File: config.mk
export PLATFORM = sky130hd
export DESIGN_NAME = sblm_core
export DESIGN_NICKNAME = d
export VERILOG_FILES = /design/src/hdl/sblm_pkg.sv /design/src/hdl/sblm_core.sv /design/src/hdl/sblm_fifo.sv
export VERILOG_INCLUDE_DIRS = /design/src /design/src/hdl
export SDC_FILE = /design/constraint.sdc
export NUM_CORES = 1
export LEC_CHECK = 0
export ABC_AREA = 1
export ABC_CLOCK_PERIOD_IN_PS = 8550
export BUFFER_PORTS_ARGS = -buffer_cell sky130_fd_sc_hd__buf_2
export CELL_PAD_IN_SITES_DETAIL_PLACEMENT = 0
export CELL_PAD_IN_SITES_GLOBAL_PLACEMENT = 1
export CORE_MARGIN = 3
export CORE_UTILIZATION = 54
export DETAILED_ROUTE_END_ITERATION = 8
export MAX_ROUTING_LAYER = met4
export PLACE_DENSITY_LB_ADDON = 0.15
export REMOVE_ABC_BUFFERS = 1
export SLEW_MARGIN = 40
export SYNTH_ARGS = -nofsm -noshare
export SYNTH_HDL_FRONTEND = slang
export SYNTH_SLANG_ARGS = --single-unit
File: constraint.sdc
create_clock -name clk -period 8.55 [get_ports clk]
set_clock_uncertainty 0.1 [all_clocks]
set_input_delay 1.71 -clock clk [delete_from_list [all_inputs] [get_ports clk]]
set_output_delay 1.71 -clock clk [all_outputs]
set_load 0.02 [all_outputs]
File: src/hdl/sblm_consts.svh
`ifndef SBLM_CONSTS_SVH
`define SBLM_CONSTS_SVH
// ****************************************************************
// mode word field positions (bank group 21:20, bank 19:18, address 17:0)
// ****************************************************************
`define SBLM_SEL_HI 20
`define SBLM_SEL_LO 18
`define SBLM_BL_HI 1
`define SBLM_BL_LO 0
`define SBLM_BT_BIT 3
`define SBLM_TM_BIT 7
`define SBLM_DLLR_BIT 8
`define SBLM_AP_BIT 10
`define SBLM_CHOP_BIT 12
`define SBLM_COL2_BIT 2
// ****************************************************************
// encodings
// ****************************************************************
`define SBLM_SEL_FIRST 3'h0
`define SBLM_BL_FIXED8 2'h0
`define SBLM_BL_OTF 2'h1
`define SBLM_BL_FIXED4 2'h2
// ****************************************************************
// reset values and counts
// ****************************************************************
`define SBLM_BL_RST 2'h0
`define SBLM_CL_RST 6'h09
`define SBLM_WR_RST 5'h0A
`define SBLM_RTP_RST 5'h05
`define SBLM_CHOP_ADVANCE 6'h02
`define SBLM_BEATS_FULL 4'h8
`define SBLM_BEATS_CHOP 4'h4
`define SBLM_FIFO_MARGIN 4'h3
`endif

File: src/hdl/sblm_pkg.sv
// ****************************************************************
// shared types
// ****************************************************************
package sblm_pkg;
  typedef enum logic [1:0] {CMD_NOP, CMD_MRS, CMD_READ, CMD_WRITE} sblm_cmd_type;
  typedef enum logic [1:0] {RD_IDLE, RD_LAT, RD_BURST} sblm_rd_state_type;
  typedef enum logic [1:0] {WR_IDLE, WR_WAIT, WR_COLLECT, WR_COMMIT} sblm_wr_state_type;
endpackage

File: src/hdl/sblm_core.sv
`timescale 1ns/1ps
`include "sblm_consts.svh"
// Behaviour
// - sequential reads start at low column bits, wrap inside each group of four.
// - interleaved reads deliver word index equal to start column XOR beat.
// - chopped read drives four beats, data and strobe released for the rest.
// - chopped write uses column bit 2 to pick words 0-3 or 4-7 ascending.
// - writes ignore unused column bits; eight-beat writes always ascend.
// - fixed chop, fixed eight, or per-command choice by address bit 12.
// - fixed chop starts internal write two clocks earlier.
// - per-command length keeps eight-beat write start even for chop.
// - first read data appears whole CAS latency clocks after internal read.
// - total read latency equals added latency plus CAS latency.
// - write recovery plus row precharge sets auto-precharge write delay.
// - with mask and CRC on, bad CRC blocks write, data discarded.
// - read-to-precharge plus row precharge times activation after read.
// - DLL reset bit clears itself after the reset is issued.
// - bits 20:18 select target register, code 000 is this register.
// - bits 1:0 pick length: 00 eight, 01 per command, 10 chop.
// - bit 3 selects sequential or interleaved ordering.
module sblm_core #(
  parameter int W = 8,
  parameter int LINE_BITS = 2,
  parameter int FIFO_DEPTH = 8,
  parameter logic [5:0] WRITE_START_CYC = 6'h08,
  parameter logic [5:0] ROW_PRECHARGE_CYC = 6'h0A
) (
  input wire logic clk,
  input wire logic rst,
  input wire logic cs_n,
  input wire logic ras_n,
  input wire logic cas_n,
  input wire logic we_n,
  input wire logic [1:0] bank_group_pins,
  input wire logic [1:0] bank_pins,
  input wire logic [17:0] addr,
  input wire logic [W-1:0] wr_word,
  input wire logic wr_word_valid,
  output logic wr_ready_r,
  input wire logic [5:0] added_command_latency,
  input wire logic data_mask_en,
  input wire logic write_crc_en,
  output logic [W-1:0] dq_out_r,
  output logic dq_oe_n_r,
  output logic dqs_out_r,
  output logic dqs_oe_n_r,
  output logic [1:0] burst_len_r,
  output logic burst_interleave_r,
  output logic vendor_test_mode_r,
  output logic dll_reset_r,
  output logic [5:0] column_read_latency_r,
  output logic [6:0] total_read_latency_r,
  output logic [4:0] write_recovery_r,
  output logic [4:0] read_to_precharge_setting_r,
  output logic write_start_r,
  output logic crc_block_r,
  output logic precharge_busy_r
);
  localparam int AW = LINE_BITS + 3;
  localparam int FAW = $clog2(FIFO_DEPTH);

  // ****************************************************************
  // functions
  // ****************************************************************
  // word index for a read beat
  function automatic logic [2:0] burst_word(input logic [2:0] col, input logic [2:0] beat,
                                            input logic ilv);
    burst_word = ilv ? (col ^ beat) : {col[2] ^ beat[2], 2'(col[1:0] + beat[1:0])};
  endfunction

  // latency code to clocks, no half clocks
  function automatic logic [5:0] cl_decode(input logic [4:0] code);
    unique case (code)
      5'h00: cl_decode = 6'h09;
      5'h01: cl_decode = 6'h0A;
      5'h02: cl_decode = 6'h0B;
      5'h03: cl_decode = 6'h0C;
      5'h04: cl_decode = 6'h0D;
      5'h05: cl_decode = 6'h0E;
      5'h06: cl_decode = 6'h0F;
      5'h07: cl_decode = 6'h10;
      5'h08: cl_decode = 6'h12;
      5'h09: cl_decode = 6'h14;
      5'h0A: cl_decode = 6'h16;
      5'h0B: cl_decode = 6'h18;
      5'h0C: cl_decode = 6'h17;
      5'h0D: cl_decode = 6'h11;
      5'h0E: cl_decode = 6'h13;
      5'h0F: cl_decode = 6'h15;
      5'h10: cl_decode = 6'h19;
      5'h11: cl_decode = 6'h1A;
      5'h13: cl_decode = 6'h1C;
      5'h14: cl_decode = 6'h1D;
      5'h15: cl_decode = 6'h1E;
      5'h16: cl_decode = 6'h1F;
      default: cl_decode = 6'h20; // reserved codes fall to the longest
    endcase
  endfunction

  // write recovery code to clocks; read-to-precharge is half of it
  function automatic logic [4:0] wr_decode(input logic [3:0] code);
    unique case (code)
      4'h0: wr_decode = 5'h0A;
      4'h1: wr_decode = 5'h0C;
      4'h2: wr_decode = 5'h0E;
      4'h3: wr_decode = 5'h10;
      4'h4: wr_decode = 5'h12;
      4'h5: wr_decode = 5'h14;
      4'h6: wr_decode = 5'h18;
      4'h7: wr_decode = 5'h16;
      4'h8: wr_decode = 5'h1A;
      default: wr_decode = 5'h1C; // reserved codes fall to the longest
    endcase
  endfunction

  // ****************************************************************
  // pin synchronisers
  // ****************************************************************
  logic [25:0] ca_s1_r, ca_s2_r;
  logic [W:0] wd_s1_r, wd_s2_r;
  always_ff @(posedge clk or posedge rst) begin
    if (rst) begin
      ca_s1_r <= '1;
      ca_s2_r <= '1;
      wd_s1_r <= '0;
      wd_s2_r <= '0;
    end else begin
      ca_s1_r <= {cs_n, ras_n, cas_n, we_n, bank_group_pins, bank_pins, addr};
      ca_s2_r <= ca_s1_r;
      wd_s1_r <= {wr_word_valid, wr_word};
      wd_s2_r <= wd_s1_r;
    end
  end

  // command decode; mode word is bank group, bank, address
  logic [21:0] mw;
  sblm_pkg::sblm_cmd_type cmd;
  logic mr_first, chop_cmd;
  assign mw = ca_s2_r[21:0];
  always_comb begin
    cmd = sblm_pkg::CMD_NOP;
    if (!ca_s2_r[25]) begin
      unique case (ca_s2_r[24:22])
        3'h0: cmd = sblm_pkg::CMD_MRS;
        3'h5: cmd = sblm_pkg::CMD_READ;
        3'h4: cmd = sblm_pkg::CMD_WRITE;
        default: cmd = sblm_pkg::CMD_NOP;
      endcase
    end
  end
  assign mr_first = (cmd == sblm_pkg::CMD_MRS) &&
                    (mw[`SBLM_SEL_HI:`SBLM_SEL_LO] == `SBLM_SEL_FIRST);
  // address bit 12 low picks the chop in per-command mode
  assign chop_cmd = (burst_len_r == `SBLM_BL_FIXED4) ||
                    ((burst_len_r == `SBLM_BL_OTF) && !mw[`SBLM_CHOP_BIT]);

  // ****************************************************************
  // mode register fields
  // ****************************************************************
  always_ff @(posedge clk or posedge rst) begin
    if (rst) begin
      burst_len_r <= `SBLM_BL_RST;
      burst_interleave_r <= 1'b0;
      vendor_test_mode_r <= 1'b0;
      column_read_latency_r <= `SBLM_CL_RST;
      write_recovery_r <= `SBLM_WR_RST;
      read_to_precharge_setting_r <= `SBLM_RTP_RST;
    end else if (mr_first) begin
      burst_len_r <= mw[`SBLM_BL_HI:`SBLM_BL_LO];
      burst_interleave_r <= mw[`SBLM_BT_BIT];
      vendor_test_mode_r <= mw[`SBLM_TM_BIT];
      column_read_latency_r <= cl_decode({mw[12], mw[6:4], mw[2]});
      write_recovery_r <= wr_decode({mw[13], mw[11:9]});
      read_to_precharge_setting_r <= 5'(wr_decode({mw[13], mw[11:9]}) >> 1);
    end
  end

  // dll reset request is one cycle, then reads back zero
  always_ff @(posedge clk or posedge rst) begin
    if (rst) begin
      dll_reset_r <= 1'b0;
    end else begin
      dll_reset_r <= mr_first && mw[`SBLM_DLLR_BIT];
    end
  end
  dll_selfclear_a: assert property (@(posedge clk) disable iff (rst)
    dll_reset_r |=> !dll_reset_r) else $error("dll reset bit did not clear");

  // overall read latency
  always_ff @(posedge clk or posedge rst) begin
    if (rst) begin
      total_read_latency_r <= 7'(`SBLM_CL_RST);
    end else begin
      total_read_latency_r <= 7'(added_command_latency + column_read_latency_r);
    end
  end

  // ****************************************************************
  // array
  // ****************************************************************
  logic [W-1:0] mem_r [2**AW];
  logic mem_we;
  logic [AW-1:0] mem_waddr;
  logic [W-1:0] mem_wdata;
  always_ff @(posedge clk) begin
    if (mem_we) begin
      mem_r[mem_waddr] <= mem_wdata;
    end
  end

  // ****************************************************************
  // read engine
  // ****************************************************************
  sblm_pkg::sblm_rd_state_type rd_state_r;
  logic [2:0] rd_col_r, rd_beat_r, rd_idx_r;
  logic [LINE_BITS-1:0] rd_line_r;
  logic rd_chop_r, rd_nxt_drive;
  logic [6:0] rd_cnt_r, rd_rl_r, lat_seen_r;
  logic [2:0] rd_beat_nxt;
  assign rd_beat_nxt = (rd_state_r == sblm_pkg::RD_BURST) ? 3'(rd_beat_r + 1'b1) : 3'h0;
  assign rd_nxt_drive = !(rd_chop_r && rd_beat_nxt[2]);

  always_ff @(posedge clk or posedge rst) begin
    if (rst) begin
      rd_state_r <= sblm_pkg::RD_IDLE;
      rd_col_r <= '0;
      rd_beat_r <= '0;
      rd_idx_r <= '0;
      rd_line_r <= '0;
      rd_chop_r <= 1'b0;
      rd_cnt_r <= '0;
      rd_rl_r <= '0;
      dq_out_r <= '0;
      dq_oe_n_r <= 1'b1;
      dqs_out_r <= 1'b0;
      dqs_oe_n_r <= 1'b1;
    end else begin
      unique case (rd_state_r)
        sblm_pkg::RD_IDLE: begin
          if (cmd == sblm_pkg::CMD_READ) begin
            rd_col_r <= mw[2:0];
            rd_line_r <= mw[AW-1:3];
            rd_chop_r <= chop_cmd;
            rd_cnt_r <= total_read_latency_r;
            rd_rl_r <= total_read_latency_r;
            rd_state_r <= sblm_pkg::RD_LAT;
          end
        end
        sblm_pkg::RD_LAT: begin
          rd_cnt_r <= 7'(rd_cnt_r - 1'b1);
          if (rd_cnt_r == 7'h01) begin
            rd_state_r <= sblm_pkg::RD_BURST;
          end
        end
        sblm_pkg::RD_BURST: begin
          if (rd_beat_r == 3'h7) begin
            rd_state_r <= sblm_pkg::RD_IDLE;
          end
        end
      endcase
      // beat outputs, loaded together with the beat index
      if ((rd_state_r == sblm_pkg::RD_LAT && rd_cnt_r == 7'h01) ||
          (rd_state_r == sblm_pkg::RD_BURST && rd_beat_r != 3'h7)) begin
        rd_beat_r <= rd_beat_nxt;
        rd_idx_r <= burst_word(rd_col_r, rd_beat_nxt, burst_interleave_r);
        dq_out_r <= mem_r[{rd_line_r, burst_word(rd_col_r, rd_beat_nxt, burst_interleave_r)}];
        dq_oe_n_r <= !rd_nxt_drive;
        dqs_oe_n_r <= !rd_nxt_drive;
        dqs_out_r <= rd_nxt_drive && !rd_beat_nxt[0];
      end else begin
        dq_oe_n_r <= 1'b1;
        dqs_oe_n_r <= 1'b1;
        dqs_out_r <= 1'b0;
      end
    end
  end

  // helper: cycles from command capture to first beat
  always_ff @(posedge clk or posedge rst) begin
    if (rst) begin
      lat_seen_r <= '0;
    end else if (rd_state_r == sblm_pkg::RD_IDLE) begin
      lat_seen_r <= 7'h00;
    end else if (rd_state_r == sblm_pkg::RD_LAT) begin
      lat_seen_r <= 7'(lat_seen_r + 1'b1);
    end
  end
  read_latency_a: assert property (@(posedge clk) disable iff (rst)
    (rd_state_r == sblm_pkg::RD_BURST && rd_beat_r == 3'h0) |-> lat_seen_r == rd_rl_r)
    else $error("first read beat not at programmed latency");
  seq_order_a: assert property (@(posedge clk) disable iff (rst)
    (rd_state_r == sblm_pkg::RD_BURST && !burst_interleave_r) |->
      (rd_idx_r[2] == (rd_col_r[2] ^ rd_beat_r[2])) &&
      (2'(rd_idx_r[1:0] - rd_beat_r[1:0]) == rd_col_r[1:0]))
    else $error("sequential read order wrong");
  ilv_order_a: assert property (@(posedge clk) disable iff (rst)
    (rd_state_r == sblm_pkg::RD_BURST && burst_interleave_r) |->
      rd_idx_r == (rd_col_r ^ rd_beat_r)) else $error("interleaved read order wrong");
  chop_hiz_a: assert property (@(posedge clk) disable iff (rst)
    (rd_state_r == sblm_pkg::RD_BURST && rd_chop_r && rd_beat_r == 3'h3) |=>
      (dq_oe_n_r && dqs_oe_n_r) [*4]) else $error("chopped read drove tail beats");

  // ****************************************************************
  // write data buffer
  // ****************************************************************
  logic fifo_in_ready, fifo_out_valid, fifo_out_ready;
  logic [W-1:0] fifo_out_data;
  logic [FAW:0] fifo_count;
  sblm_fifo #(.WIDTH(W), .DEPTH(FIFO_DEPTH), .AW(FAW)) u_wbuf (
    .clk(clk),
    .rst(rst),
    .in_valid(wd_s2_r[W]),
    .in_ready(fifo_in_ready),
    .in_data(wd_s2_r[W-1:0]),
    .out_valid(fifo_out_valid),
    .out_ready(fifo_out_ready),
    .out_data(fifo_out_data),
    .count(fifo_count)
  );
  // ready leaves room for words still in the synchroniser
  always_ff @(posedge clk or posedge rst) begin
    if (rst) begin
      wr_ready_r <= 1'b0;
    end else begin
      wr_ready_r <= fifo_in_ready &&
                    (fifo_count <= (FAW+1)'(FIFO_DEPTH - `SBLM_FIFO_MARGIN));
    end
  end

  // ****************************************************************
  // write engine
  // ****************************************************************
  sblm_pkg::sblm_wr_state_type wr_state_r;
  logic [W-1:0] stage_r [8];
  logic [W-1:0] csum_r;
  logic [3:0] wr_i_r, wr_need;
  logic [5:0] wr_cnt_r, wr_seen_r, wr_delay_r;
  logic wr_chop_r, wr_col2_r, wr_ap_r, wr_bad_r, crc_on;
  logic [LINE_BITS-1:0] wr_line_r;
  assign crc_on = data_mask_en && write_crc_en;
  assign wr_need = 4'((wr_chop_r ? `SBLM_BEATS_CHOP : `SBLM_BEATS_FULL) + crc_on);
  assign fifo_out_ready = (wr_state_r == sblm_pkg::WR_COLLECT);
  assign mem_we = (wr_state_r == sblm_pkg::WR_COMMIT) && !wr_bad_r;
  // eight-beat writes ascend from word 0; chop picks half by column bit 2
  assign mem_waddr = {wr_line_r, wr_chop_r ? {wr_col2_r, wr_i_r[1:0]} : wr_i_r[2:0]};
  assign mem_wdata = stage_r[wr_i_r[2:0]];

  always_ff @(posedge clk or posedge rst) begin
    if (rst) begin
      wr_state_r <= sblm_pkg::WR_IDLE;
      wr_i_r <= '0;
      wr_cnt_r <= '0;
      wr_delay_r <= '0;
      wr_chop_r <= 1'b0;
      wr_col2_r <= 1'b0;
      wr_ap_r <= 1'b0;
      wr_bad_r <= 1'b0;
      wr_line_r <= '0;
      csum_r <= '0;
      write_start_r <= 1'b0;
      crc_block_r <= 1'b0;
    end else begin
      write_start_r <= 1'b0;
      crc_block_r <= 1'b0;
      unique case (wr_state_r)
        sblm_pkg::WR_IDLE: begin
          if (cmd == sblm_pkg::CMD_WRITE) begin
            wr_chop_r <= chop_cmd;
            wr_col2_r <= mw[`SBLM_COL2_BIT];
            wr_line_r <= mw[AW-1:3];
            wr_ap_r <= mw[`SBLM_AP_BIT];
            // only the fixed chop mode pulls the internal start in
            wr_cnt_r <= (burst_len_r == `SBLM_BL_FIXED4) ?
                        6'(WRITE_START_CYC - `SBLM_CHOP_ADVANCE) : WRITE_START_CYC;
            wr_delay_r <= (burst_len_r == `SBLM_BL_FIXED4) ?
                          6'(WRITE_START_CYC - `SBLM_CHOP_ADVANCE) : WRITE_START_CYC;
            wr_state_r <= sblm_pkg::WR_WAIT;
          end
        end
        sblm_pkg::WR_WAIT: begin
          wr_cnt_r <= 6'(wr_cnt_r - 1'b1);
          if (wr_cnt_r == 6'h01) begin
            write_start_r <= 1'b1; // recovery reference point
            wr_i_r <= '0;
            csum_r <= '0;
            wr_state_r <= sblm_pkg::WR_COLLECT;
          end
        end
        sblm_pkg::WR_COLLECT: begin
          if (fifo_out_valid) begin
            wr_i_r <= 4'(wr_i_r + 1'b1);
            if (wr_i_r == 4'(wr_need - 1'b1)) begin
              // checksum word follows the data when checking is on
              wr_bad_r <= crc_on && (csum_r != fifo_out_data);
              crc_block_r <= crc_on && (csum_r != fifo_out_data);
              wr_i_r <= '0;
              wr_state_r <= sblm_pkg::WR_COMMIT;
            end else begin
              csum_r <= csum_r ^ fifo_out_data;
            end
          end
        end
        sblm_pkg::WR_COMMIT: begin
          wr_i_r <= 4'(wr_i_r + 1'b1);
          if (wr_i_r == 4'((wr_chop_r ? `SBLM_BEATS_CHOP : `SBLM_BEATS_FULL) - 1'b1)) begin
            wr_bad_r <= 1'b0;
            wr_state_r <= sblm_pkg::WR_IDLE;
          end
        end
      endcase
    end
  end

  // staging keeps data out of the array until checked
  always_ff @(posedge clk) begin
    if (wr_state_r == sblm_pkg::WR_COLLECT && fifo_out_valid && !wr_i_r[3]) begin
      stage_r[wr_i_r[2:0]] <= fifo_out_data;
    end
  end

  // helper: cycles from write capture to start pulse
  always_ff @(posedge clk or posedge rst) begin
    if (rst) begin
      wr_seen_r <= '0;
    end else if (wr_state_r == sblm_pkg::WR_IDLE) begin
      wr_seen_r <= 6'h01;
    end else if (wr_state_r == sblm_pkg::WR_WAIT) begin
      wr_seen_r <= 6'(wr_seen_r + 1'b1);
    end
  end
  write_start_a: assert property (@(posedge clk) disable iff (rst)
    write_start_r |-> (wr_seen_r == 6'(wr_delay_r + 1'b1)) &&
      (wr_delay_r == ((burst_len_r == `SBLM_BL_FIXED4) ?
                     6'(WRITE_START_CYC - `SBLM_CHOP_ADVANCE) : WRITE_START_CYC)))
    else $error("internal write start at wrong point");
  crc_block_a: assert property (@(posedge clk) disable iff (rst)
    crc_block_r |-> !mem_we [*8]) else $error("blocked write reached the array");
  write_order_a: assert property (@(posedge clk) disable iff (rst)
    (mem_we && !wr_chop_r) |-> mem_waddr[2:0] == wr_i_r[2:0])
    else $error("eight-beat write not ascending");

  // ****************************************************************
  // auto precharge timing
  // ****************************************************************
  logic [6:0] pre_cnt_r;
  always_ff @(posedge clk or posedge rst) begin
    if (rst) begin
      pre_cnt_r <= '0;
      precharge_busy_r <= 1'b0;
    end else begin
      if (cmd == sblm_pkg::CMD_READ && rd_state_r == sblm_pkg::RD_IDLE && mw[`SBLM_AP_BIT]) begin
        pre_cnt_r <= 7'(read_to_precharge_setting_r + ROW_PRECHARGE_CYC);
      end else if (write_start_r && wr_ap_r) begin
        pre_cnt_r <= 7'(write_recovery_r + ROW_PRECHARGE_CYC);
      end else if (pre_cnt_r != '0) begin
        pre_cnt_r <= 7'(pre_cnt_r - 1'b1);
      end
      precharge_busy_r <= (pre_cnt_r > 7'h01);
    end
  end
  mode_load_a: assert property (@(posedge clk) disable iff (rst)
    mr_first |=> burst_len_r == $past(mw[1:0])) else $error("length field not loaded");
endmodule // sblm_core

File: src/hdl/sblm_fifo.sv
`timescale 1ns/1ps
// ****************************************************************
// write data buffer, flip-flop storage
// ****************************************************************
module sblm_fifo #(
  parameter int WIDTH = 8,
  parameter int DEPTH = 8,
  parameter int AW = 3
) (
  input wire logic clk,
  input wire logic rst,
  input wire logic in_valid,
  output logic in_ready,
  input wire logic [WIDTH-1:0] in_data,
  output logic out_valid,
  input wire logic out_ready,
  output logic [WIDTH-1:0] out_data,
  output logic [AW:0] count
);
  logic [WIDTH-1:0] mem_r [DEPTH];
  logic [AW-1:0] wp_r, rp_r;
  logic [AW:0] cnt_r;
  logic push, pop;

  // handshakes and honest flags
  assign in_ready = (cnt_r != (AW+1)'(DEPTH));
  assign out_valid = (cnt_r != '0);
  assign push = in_valid && in_ready;
  assign pop = out_valid && out_ready;
  assign out_data = mem_r[rp_r];
  assign count = cnt_r;

  // storage
  always_ff @(posedge clk) begin
    if (push) begin
      mem_r[wp_r] <= in_data;
    end
  end

  // pointers and fill count
  always_ff @(posedge clk or posedge rst) begin
    if (rst) begin
      wp_r <= '0;
      rp_r <= '0;
      cnt_r <= '0;
    end else begin
      if (push) begin
        wp_r <= (wp_r == AW'(DEPTH-1)) ? '0 : AW'(wp_r + 1'b1);
      end
      if (pop) begin
        rp_r <= (rp_r == AW'(DEPTH-1)) ? '0 : AW'(rp_r + 1'b1);
      end
      cnt_r <= (AW+1)'(cnt_r + push - pop);
    end
  end
endmodule // sblm_fifo

==> results of run 1 <==
cell families after synthesis:
group           count (synthesis)  share of synthesized area
compound gates                210                     0.0575
xor+xnor                       13                    0.00533
fa+ha+maj                      51                     0.0287
buf+inv                       243                     0.0451
flops                         541                      0.681
mux                            64                     0.0281
other cells                     1                   0.000165
simple gates                  816                      0.154
cell usage after synthesis (2+ instances only):
cell and count:
a211oi_1 4, a21boi_0 38, a21boi_1 2, a21oi_1 23
a21oi_2 2, a221oi_1 9, a22o_1 9, a22oi_1 5
a31oi_1 7, buf_2 43, buf_4 14, clkbuf_1 18
clkinv_1 4, dfrtp_1 108, dfstp_2 49, edfxtp_1 384
fa_1 2, ha_1 49, inv_1 155, inv_2 6
mux2i_1 64, nand2_1 419, nand3_1 252, nand4_1 9
nor2_1 96, nor3_1 11, nor4_1 4, o211ai_1 8
o21a_1 3, o21ai_0 86, o21ai_1 3, o22ai_1 5
o31ai_1 2, or2_2 19, xnor2_1 6, xor2_1 6
per-layer routing:
metal	GRT usage	wire length [microns]	up-vias
met4	0.0748	1420	0
met3	0.0347	2640	96
met1	0.294	20800	6845
met2	0.367	23600	377
met5	-	0	-
li1	-	-	6862
metrics by stage:
step | instances | hold WS, ps | utilization | setup slack, ps | power, mW
after global placement | 2494 | 233 | 0.572 | 4640 | 7.21
after floorplan | 1862 | 231 | - | 2560 | 6.20
after detailed placement | 2494 | 240 | 0.573 | 4600 | 7.31
after global routing | 2591 | 257 | 0.619 | 4290 | 10.3
after CTS | 2591 | 254 | 0.618 | 4570 | 9.81
final | 2591 | 251 | 0.619 | 4610 | 9.74
path summary, 6_finish.rpt:
kind	endpoint	slack (ps)	cells past startpoint
setup / recovery	dq_out_r[2]	4610	19
hold reg to reg	wd_s2_r[5]	250	0
max in group asynchronous	u_wbuf.rp_r[0]	6040	3
min in group asynchronous	wd_s1_r[8]	1170	2
hold / removal	wd_s2_r[5]	250	0
setup reg to reg	dq_out_r[2]	4610	19
registers in the layout, summed over array words and instances, names as in the netlist, 4 cells and up:
register and flops:
ca_s1_r 21, ca_s2_r 21, column_read_latency_r 6, csum_r 8
dq_out_r 8, mem_r 256, pre_cnt_r 7, rd_cnt_r 7
read_to_precharge_setting_r 4, stage_r 64, total_read_latency_r 7, u_wbuf.count 4
u_wbuf.mem_r 64, wd_s1_r 9, wd_s2_r 9, wr_cnt_r 6
wr_i_r 4
cell usage in the layout (no fill, tap or decap), types with 10 or more instances in the layout:
cell	netlist	layout
dfrtp_1	108	107
dfstp_2	49	49
buf_4	14	18
nor2_1	96	95
inv_1	155	154
clkbuf_8	0	10
nand3_1	252	251
clkbuf_16	0	55
buf_2	43	80
a21oi_1	23	23
nand2_1	419	416
o21ai_0	86	86
edfxtp_1	384	384
or2_2	19	19
ha_1	49	48
a21boi_0	38	38
mux2i_1	64	64
final cells by class:
class                      count  share of cell area
sequential                   541               0.607
clock buffer                  73              0.0604
tap                          532              0.0260
inverter                     165              0.0244
multi-input combinational   1156               0.246
timing repair buffer         100              0.0218
clock inverter                24              0.0137
power groups by stage:
stage | sequential [mW] | combinational, mW | clock (mW)
5_1_grt | 3.85 | 3.84 | 2.64
6_report | 3.81 | 3.45 | 2.49
2_1_floorplan | 3.87 | 2.33 | 0
3_3_place_gp | 3.84 | 3.37 | 0
3_5_place_dp | 3.86 | 3.45 | 0
4_1_cts | 3.81 | 3.47 | 2.53
worst register-to-register path, stage by stage (launching register included):
cell	delay (ps)
dfrtp_1	400
inv_1	90
ha_1	220
inv_1	60
nor2_1	250
ha_4	170
nand2_1	70
inv_1	70
nand2_2	50
buf_4	320
nand2_2	580
buf_4	560
inv_2	210
nand2_1	130
nand3_1	100
nand3_1	140
nand3_1	90
nand2_1	80
nand2_1	90
nand2_1	110
==> flow_summary.toml, run 1 <==
[cells_and_area]
final_nets = 2113
regArea_sq_um = 15500
syn2layout_area_growth_pct = 12.2
drive_gt1_frac = 0.135
multiInputGateArea_sq_um = 6290
n_fill_cell = 3250
antennaDiodeCount = 0
stdcell_area_sq_um = 25600

[setup_path]
timing.rr.start = "rd_state_r[0]"
path_cells = "inv_1 > ha_1 > inv_1 > nor2_1 > ha_4 > nand2_1 > inv_1 > nand2_2 > buf_4 > nand2_2 > buf_4 > inv_2 > nand2_1 > nand3_1 > nand3_1 > nand3_1 > nand2_1 > nand2_1 > nand2_1"
startpoint_type = "flop"
slowest_delay_ps = 570
critical-path-top-delay-family = "simple AND/OR/NAND/NOR gates"
crit_arrival_ps = 4370
crit_path_frequent_cell = "nand2_1"
cp_num_buf_inv = 6
cp_slowest_cell = "nand2_2"
end_kind = "flop"
critPathMaxFanout = 57
startpoint = "rd_state_r[0]"
critical_path_class = "reg2reg"
worstPathRequired_ps = 8970

[placement]
dp_hpwl_microns = 30700
io_buffers = 80
gp_congestion = 0.821
placed_cell_area_sq_um = 23600

[logic_synthesis]
seq_area_frac_synth = 0.681
syn_inst = 1939
synth_seq_cells = 541
synth-edff-count = 384
syn_area_per_cell_sq_um = 11.7
synthTopCellsByArea = "edfxtp_1 (51%), dfrtp_1 (12%), nand2_1 (6.9%)"
ys_types = 51
ys.warnings.count = 0
synth_top_area_frac = 0.506
synth_area_sq_um = 22800
ys.flop_type = "edfxtp_1"
yosysTopAreaCell = "edfxtp_1"
async_flop_share = 0.290

[sta]
drv_slew = 0
clock.fmax_mhz = 254
tightest_slew_ps = 826
hold_violations = 0
period_minus_slack_ps = 3940
final-setup-viol-count = 0
tns_ps = 0
fin_crit_sh = 0.461
rsz0062_at_grt = "no"
relSlewSlack = 0.448

[power]
p_int_mw = 6.15
p_seq_frac = 0.391
pwr_density_cell_nw_per_um2 = 381
switching_power_mw = 3.59
peakVddDrop_v = 0.000271
clkPwrFrac = 0.255
leakage_nw = 10.2
swShare = 0.369
p_comb_frac = 0.354

[min_path]
holdCritStartpoint = "wd_s1_r[5]"
min_path_type = "reg2reg"

[clock_tree]
clk_latency_ps = 590
cts_tree = "built"
cts_hold_buf = 0
path_clk_slew_ps = 60
cts_resized = 0
cts_inserted_buffers = 53
postCtsSetupBuffers = 0
cts_root_buf = "clkbuf_16"
clockBufferDepth = 3
h-tree-depth = 2
clkSinkCount = 541

[routing]
via_per_inst = 5.47
post_drt_wl_per_cell_microns = 18.7
drt_iter0_drc = 908
first_pass_iters = 5
postRouteAntennaNets = 0
drt_wl_total_microns = 48400
drc = 0
vias = 14200

[floorplan]
die_area_sq_um = 44700
start_util = 0.552
num_io_pins = 88
fp.dieH_microns = 211
design.core.area_sq_um = 41300
die_w_microns = 211
fp-row-count = 74

[global_route]
grt_pass1_vias = 14000
grt_util_all_layers = 0.225
grt_max_degree = 90
gr-total-overflow = 0
antenna_found_initial = 0
grt_pass1_wl_microns = 76000

[run]
max_cap_viol_count = 0

[status]
run_status = "finished clean"
Power figures use the tool's default switching activity.
==> run 2: changes to the inputs <==
- ABC_CLOCK_PERIOD_IN_PS: 8550 -> 3870
- CORE_UTILIZATION: 54 -> 50
- clock period: 8.55 -> 3.87 ns (I/O delays scaled with it)
==> run 2 against run 1 <==
Core utilization shrank 4.1 points. Register-to-register slack worse by 4100 ps. Non-clock buffer count grew 16. Setup slack got worse by 4100 ps. Final cell count is 3.0% higher. Routed wire length grew 1.5%. Maximum frequency is 18% higher. Clock-buffer cell count fell by 5.
==> flow_summary.toml, run 2 (synthesized netlist as in run 1, its figures left out) <==
[sta]
rsz0062_at_grt = "no"
tightest_slew_ps = 819
period_minus_slack_ps = 3350
fin_crit_sh = 0.866
worst_slack_ps = 518
clock.fmax_mhz = 298
relSlewSlack = 0.452
hold_violations = 0
final-setup-viol-count = 0
drv_slew = 0

[setup_path]
critPathMaxFanout = 65
ff2ff_path_depth = 16
slowest_delay_ps = 510
r2r_setup_slack_ps = 520
startpoint_type = "flop"
worstPathRequired_ps = 4250
crit_path_frequent_cell = "nand2_1"
cp_slowest_cell = "nand3_2"
path_cells = "inv_1 > ha_1 > inv_1 > nor2_1 > ha_4 > nand2_1 > nand3_2 > nand2_2 > buf_12 > nand2_1 > nand3_1 > nand3_1 > nand3_1 > nand2_1 > nand2_1 > nand2_1"
end_kind = "flop"
timing.rr.start = "rd_state_r[0]"
critical_path_class = "reg2reg"
reg2reg_to = "dq_out_r[7]"
crit_arrival_ps = 3730

[power]
p_comb_frac = 0.360
power_mw = 21.7
p_seq_frac = 0.386
swShare = 0.367
p_int_mw = 13.7
peakVddDrop_v = 0.000572
switching_power_mw = 7.96
clkPwrFrac = 0.255
pwr_density_cell_nw_per_um2 = 840
leakage_nw = 10.3

[floorplan]
die_area_sq_um = 48200
fp.dieH_microns = 219
num_io_pins = 88
die_w_microns = 219
design.core.area_sq_um = 44600
fp-row-count = 77
start_util = 0.511

[cells_and_area]
final_nets = 2129
n_fill_cell = 3694
layout_commonest_cell = "nand2_1"
regArea_sq_um = 15500
regMostFlops = "mem_r"
drive_gt1_frac = 0.143
final_cells = 2670
mostFrequentLayoutCells = "nand2_1 (417), edfxtp_1 (384), nand3_1 (251), inv_1 (154), dfrtp_1 (108)"
multiInputGateArea_sq_um = 6280
largest_reg_flops = 256
syn2layout_area_growth_pct = 13.2
antennaDiodeCount = 0

[clock_tree]
clkSinkCount = 541
h-tree-depth = 2
cts_hold_buf = 0
clk_latency_ps = 590
clockBufferDepth = 3
path_clk_slew_ps = 70
cts_root_buf = "clkbuf_16"
cts_inserted_buffers = 53
cts_tree = "built"
postCtsSetupBuffers = 0
cts_resized = 0

[routing]
drc = 0
drt_wl_total_microns = 49100
post_drt_wl_per_cell_microns = 18.4
postRouteAntennaNets = 0
drt_iter0_drc = 900
via_per_inst = 5.30
vias = 14200
first_pass_iters = 5

[status]
run_status = "finished clean"

[placement]
dp.cells = 2570
gp_congestion = 0.865
dp_slack_ps = 516
dp_hpwl_microns = 31300
io_buffers = 80

[run]
max_cap_viol_count = 0

[min_path]
min_path_type = "in2async"

[global_route]
grt_util_all_layers = 0.214
antenna_found_initial = 0
grt_max_degree = 92
grt_pass1_wl_microns = 77600
grt_pass1_vias = 14100
gr-total-overflow = 0
run 2: changes by cell type in the layout (fill, tap and decap cells not counted), sizes merged:
cell      change
clkbuf        -5
inv           -1
clkinv        +6
clkinvlp      +3
buf          +16
run 2: layer usage:
metal / track usage / wire length, microns / share of wire
met1: 0.277 / 21100 / 0.43
met5: - / 0 / 0
met4: 0.0575 / 1020 / 0.021
met2: 0.362 / 24800 / 0.50
met3: 0.0272 / 2180 / 0.044
run 2: through the flow:
stage                     hold WS [ps]  utilization  setup TNS (ps)  area (sq um)
final                              178        0.578               0         25800
after global routing               151        0.578               0         25800
after CTS                          138        0.578               0         25800
after detailed placement           239        0.535               0         23900
after global placement             232        0.535               0         23900
after floorplan                    231            -         -142810         22400
run 2: how the worst max path moves through the flow:
stage | start | endpoint | slack, ps | cells after the start
6_report | rd_state_r[0] | dq_out_r[7] | 520 | 16
5_1_grt | rd_state_r[0] | dq_out_r[7] | 260 | 16
4_1_cts | rd_state_r[0] | dq_out_r[7] | 480 | 16
3_5_place_dp | rd_state_r[0] | dq_out_r[7] | 520 | 16
3_3_place_gp | rd_state_r[0] | dq_out_r[7] | 590 | 16
2_1_floorplan | rd_state_r[0] | dq_out_r[0] | -2120 | 14
run 2: power groups by stage:
stage / logic, mW / registers, mW / clock network [mW]
after floorplan: 4.75 / 8.55 / 0
after global placement: 7.70 / 8.44 / 0
after detailed placement: 7.84 / 8.47 / 0
after CTS: 7.87 / 8.36 / 5.63
after global routing: 8.75 / 8.44 / 5.88
final: 7.79 / 8.35 / 5.52
run 2: area by class of cell:
type                            count  area share
Timing Repair Buffer              116      0.0279
Multi-Input combinational cell   1156       0.243
Clock inverter                     32      0.0154
Sequential cell                   541       0.602
Clock buffer                       68      0.0585
Inverter                          165      0.0243
Tap cell                          592      0.0287
run 2: worst max-delay path: cells and delay by family (launching register included):
| family | cells | cell delay, ps |
|---|---|---|
| flops | 1 | 380 |
| simple gates | 11 | 1820 |
| buf+inv | 3 | 470 |
| fa+ha+maj | 2 | 410 |
==> run 3: changes to the inputs <==
- BUFFER_PORTS_ARGS: -buffer_cell sky130_fd_sc_hd__buf_2 -> -buffer_cell sky130_fd_sc_hd__buf_4
- CORE_UTILIZATION: 50 -> 30
==> run 3 against run 2 <==
Largest power group unchanged. Highest routed layer unchanged. Flip-flop and latch count stayed put. Non-clock buffer count grew 7. Worst hold slack worse by 45 ps. Critical endpoint is now dq_out_r[1].
==> flow_summary.toml, run 3 (synthesized netlist as in run 1, its figures left out) <==
[clock_tree]
postCtsSetupBuffers = 0
cts_tree = "built"
clkSinkCount = 541
clk_latency_ps = 630
cts_inserted_buffers = 61
cts_resized = 0
h-tree-depth = 2
cts_hold_buf = 0
path_clk_slew_ps = 60
cts_root_buf = "clkbuf_16"
clockBufferDepth = 3

[routing]
post_drt_wl_per_cell_microns = 18.6
first_pass_iters = 5
postRouteAntennaNets = 0
top_layer = "met4"
via_per_inst = 4.63
vias = 14200
drt_wl_total_microns = 57000
drc = 0
wl_met3_microns = 2060
drt-met1-wl_microns = 26000
drt_iter0_drc = 840
wl_met2_microns = 27600

[sta]
worst_slack_ps = 675
rsz0062_at_grt = "no"
relSlewSlack = 0.426
tightest_slew_ps = 858
drv_slew = 0
clock.fmax_mhz = 313
final-setup-viol-count = 0
fin_crit_sh = 0.826
period_minus_slack_ps = 3190
hold_violations = 0

[power]
swShare = 0.377
pwr_density_cell_nw_per_um2 = 841
leakage_nw = 10.5
p_seq_frac = 0.370
peakVddDrop_v = 0.000551
p_int_mw = 14.0
p_comb_frac = 0.366
switching_power_mw = 8.49
clkPwrFrac = 0.265
power_mw = 22.5

[cells_and_area]
layout_commonest_cell = "nand2_1"
largest_reg_flops = 256
syn2layout_area_growth_pct = 17.4
antennaDiodeCount = 0
regMostFlops = "mem_r"
final_nets = 2144
final_cells = 3070
drive_gt1_frac = 0.158
mostFrequentLayoutCells = "nand2_1 (417), edfxtp_1 (384), nand3_1 (251), inv_1 (154), buf_4 (119)"

[setup_path]
critical_path_class = "reg2reg"
ff2ff_path_depth = 15
timing.rr.start = "rd_state_r[0]"
startpoint_type = "flop"
reg2reg_to = "dq_out_r[1]"
end_kind = "flop"
crit_arrival_ps = 3610
critPathMaxFanout = 66
worstPathRequired_ps = 4290
r2r_setup_slack_ps = 680

[placement]
io_buffers = 80
dp_slack_ps = 666
dp_hpwl_microns = 36000
gp_congestion = 0.751
dp.cells = 2954

[status]
run_status = "finished clean"

[floorplan]
die_w_microns = 282
num_io_pins = 88
start_util = 0.304
design.core.area_sq_um = 74800
fp-row-count = 100
fp.dieH_microns = 282
die_area_sq_um = 79300

[global_route]
antenna_found_initial = 0
grt_util_all_layers = 0.149
grt_max_degree = 67
grt_pass1_wl_microns = 88200
gr-total-overflow = 0
grt_pass1_vias = 14400

[run]
max_cap_viol_count = 0

[min_path]
min_path_type = "in2async"
==> run 3: cell types whose count changed in the layout (fill, tap and decap cells not counted), moves of 3 or more <==
cell	delta
buf_2	-80
buf_4	+87
bufinv_16	-3
clkbuf_16	+5
clkbuf_8	+7
nor2_1	-14
nor2_2	+15
==> run 3: how the worst max path moves through the flow <==
stage	start	to	slack [ps]	cells after the start
6_report	rd_state_r[0]	dq_out_r[1]	680	15
5_1_grt	rd_state_r[0]	dq_out_r[0]	390	15
4_1_cts	rd_state_r[0]	dq_out_r[4]	650	15
3_5_place_dp	rd_state_r[0]	dq_out_r[4]	670	15
3_3_place_gp	rd_state_r[0]	dq_out_r[4]	700	15
2_1_floorplan	rd_state_r[0]	dq_out_r[0]	-2120	14
==> run 3: power groups by stage <==
stage | sequential (mW) | clock, mW | combinational (mW)
floorplan | 8.55 | 0 | 4.75
global route | 8.40 | 6.41 | 9.29
detailed placement | 8.44 | 0 | 8.41
global placement | 8.42 | 0 | 8.33
finish | 8.32 | 5.95 | 8.22
CTS | 8.33 | 6.15 | 8.43
==> run 3: metrics by stage <==
stage / hold WS, ps / setup TNS [ps] / util / area, sq um
2_1_floorplan: 231 / -142810 / - / 22400
3_5_place_dp: 235 / 0 / 0.329 / 24600
5_1_grt: 114 / 0 / 0.358 / 26800
6_report: 133 / 0 / 0.358 / 26800
4_1_cts: 99.0 / 0 / 0.357 / 26700
3_3_place_gp: 232 / 0 / 0.329 / 24600
==> run 3: cell type report <==
type,instances,area (sq um)
sequential,541,15500
multi-input combinational,1156,6310
clock buffer,82,1740
tap,969,1210
inverter,165,624
fill,7417,48100
timing repair buffer,123,973
clock inverter,34,380
==> run 3: critical path, cell delays in order (launching register included) <==
cell	delay, ps
dfrtp_1	400
inv_1	90
ha_1	220
inv_1	70
nor2_1	320
ha_4	340
buf_12	230
or2_2	340
o21ai_0	80
nand3_1	90
nand3_1	190
nand3_1	110
nand3_1	170
nand2_1	80
nand2_1	110
nand2_1	60
==> run 3: metal layers <==
metal	vias up	global-route usage
li1	6948	-
met3	93	0.0209
met4	0	0.0398
met5	-	-
met1	6935	0.196
met2	244	0.242
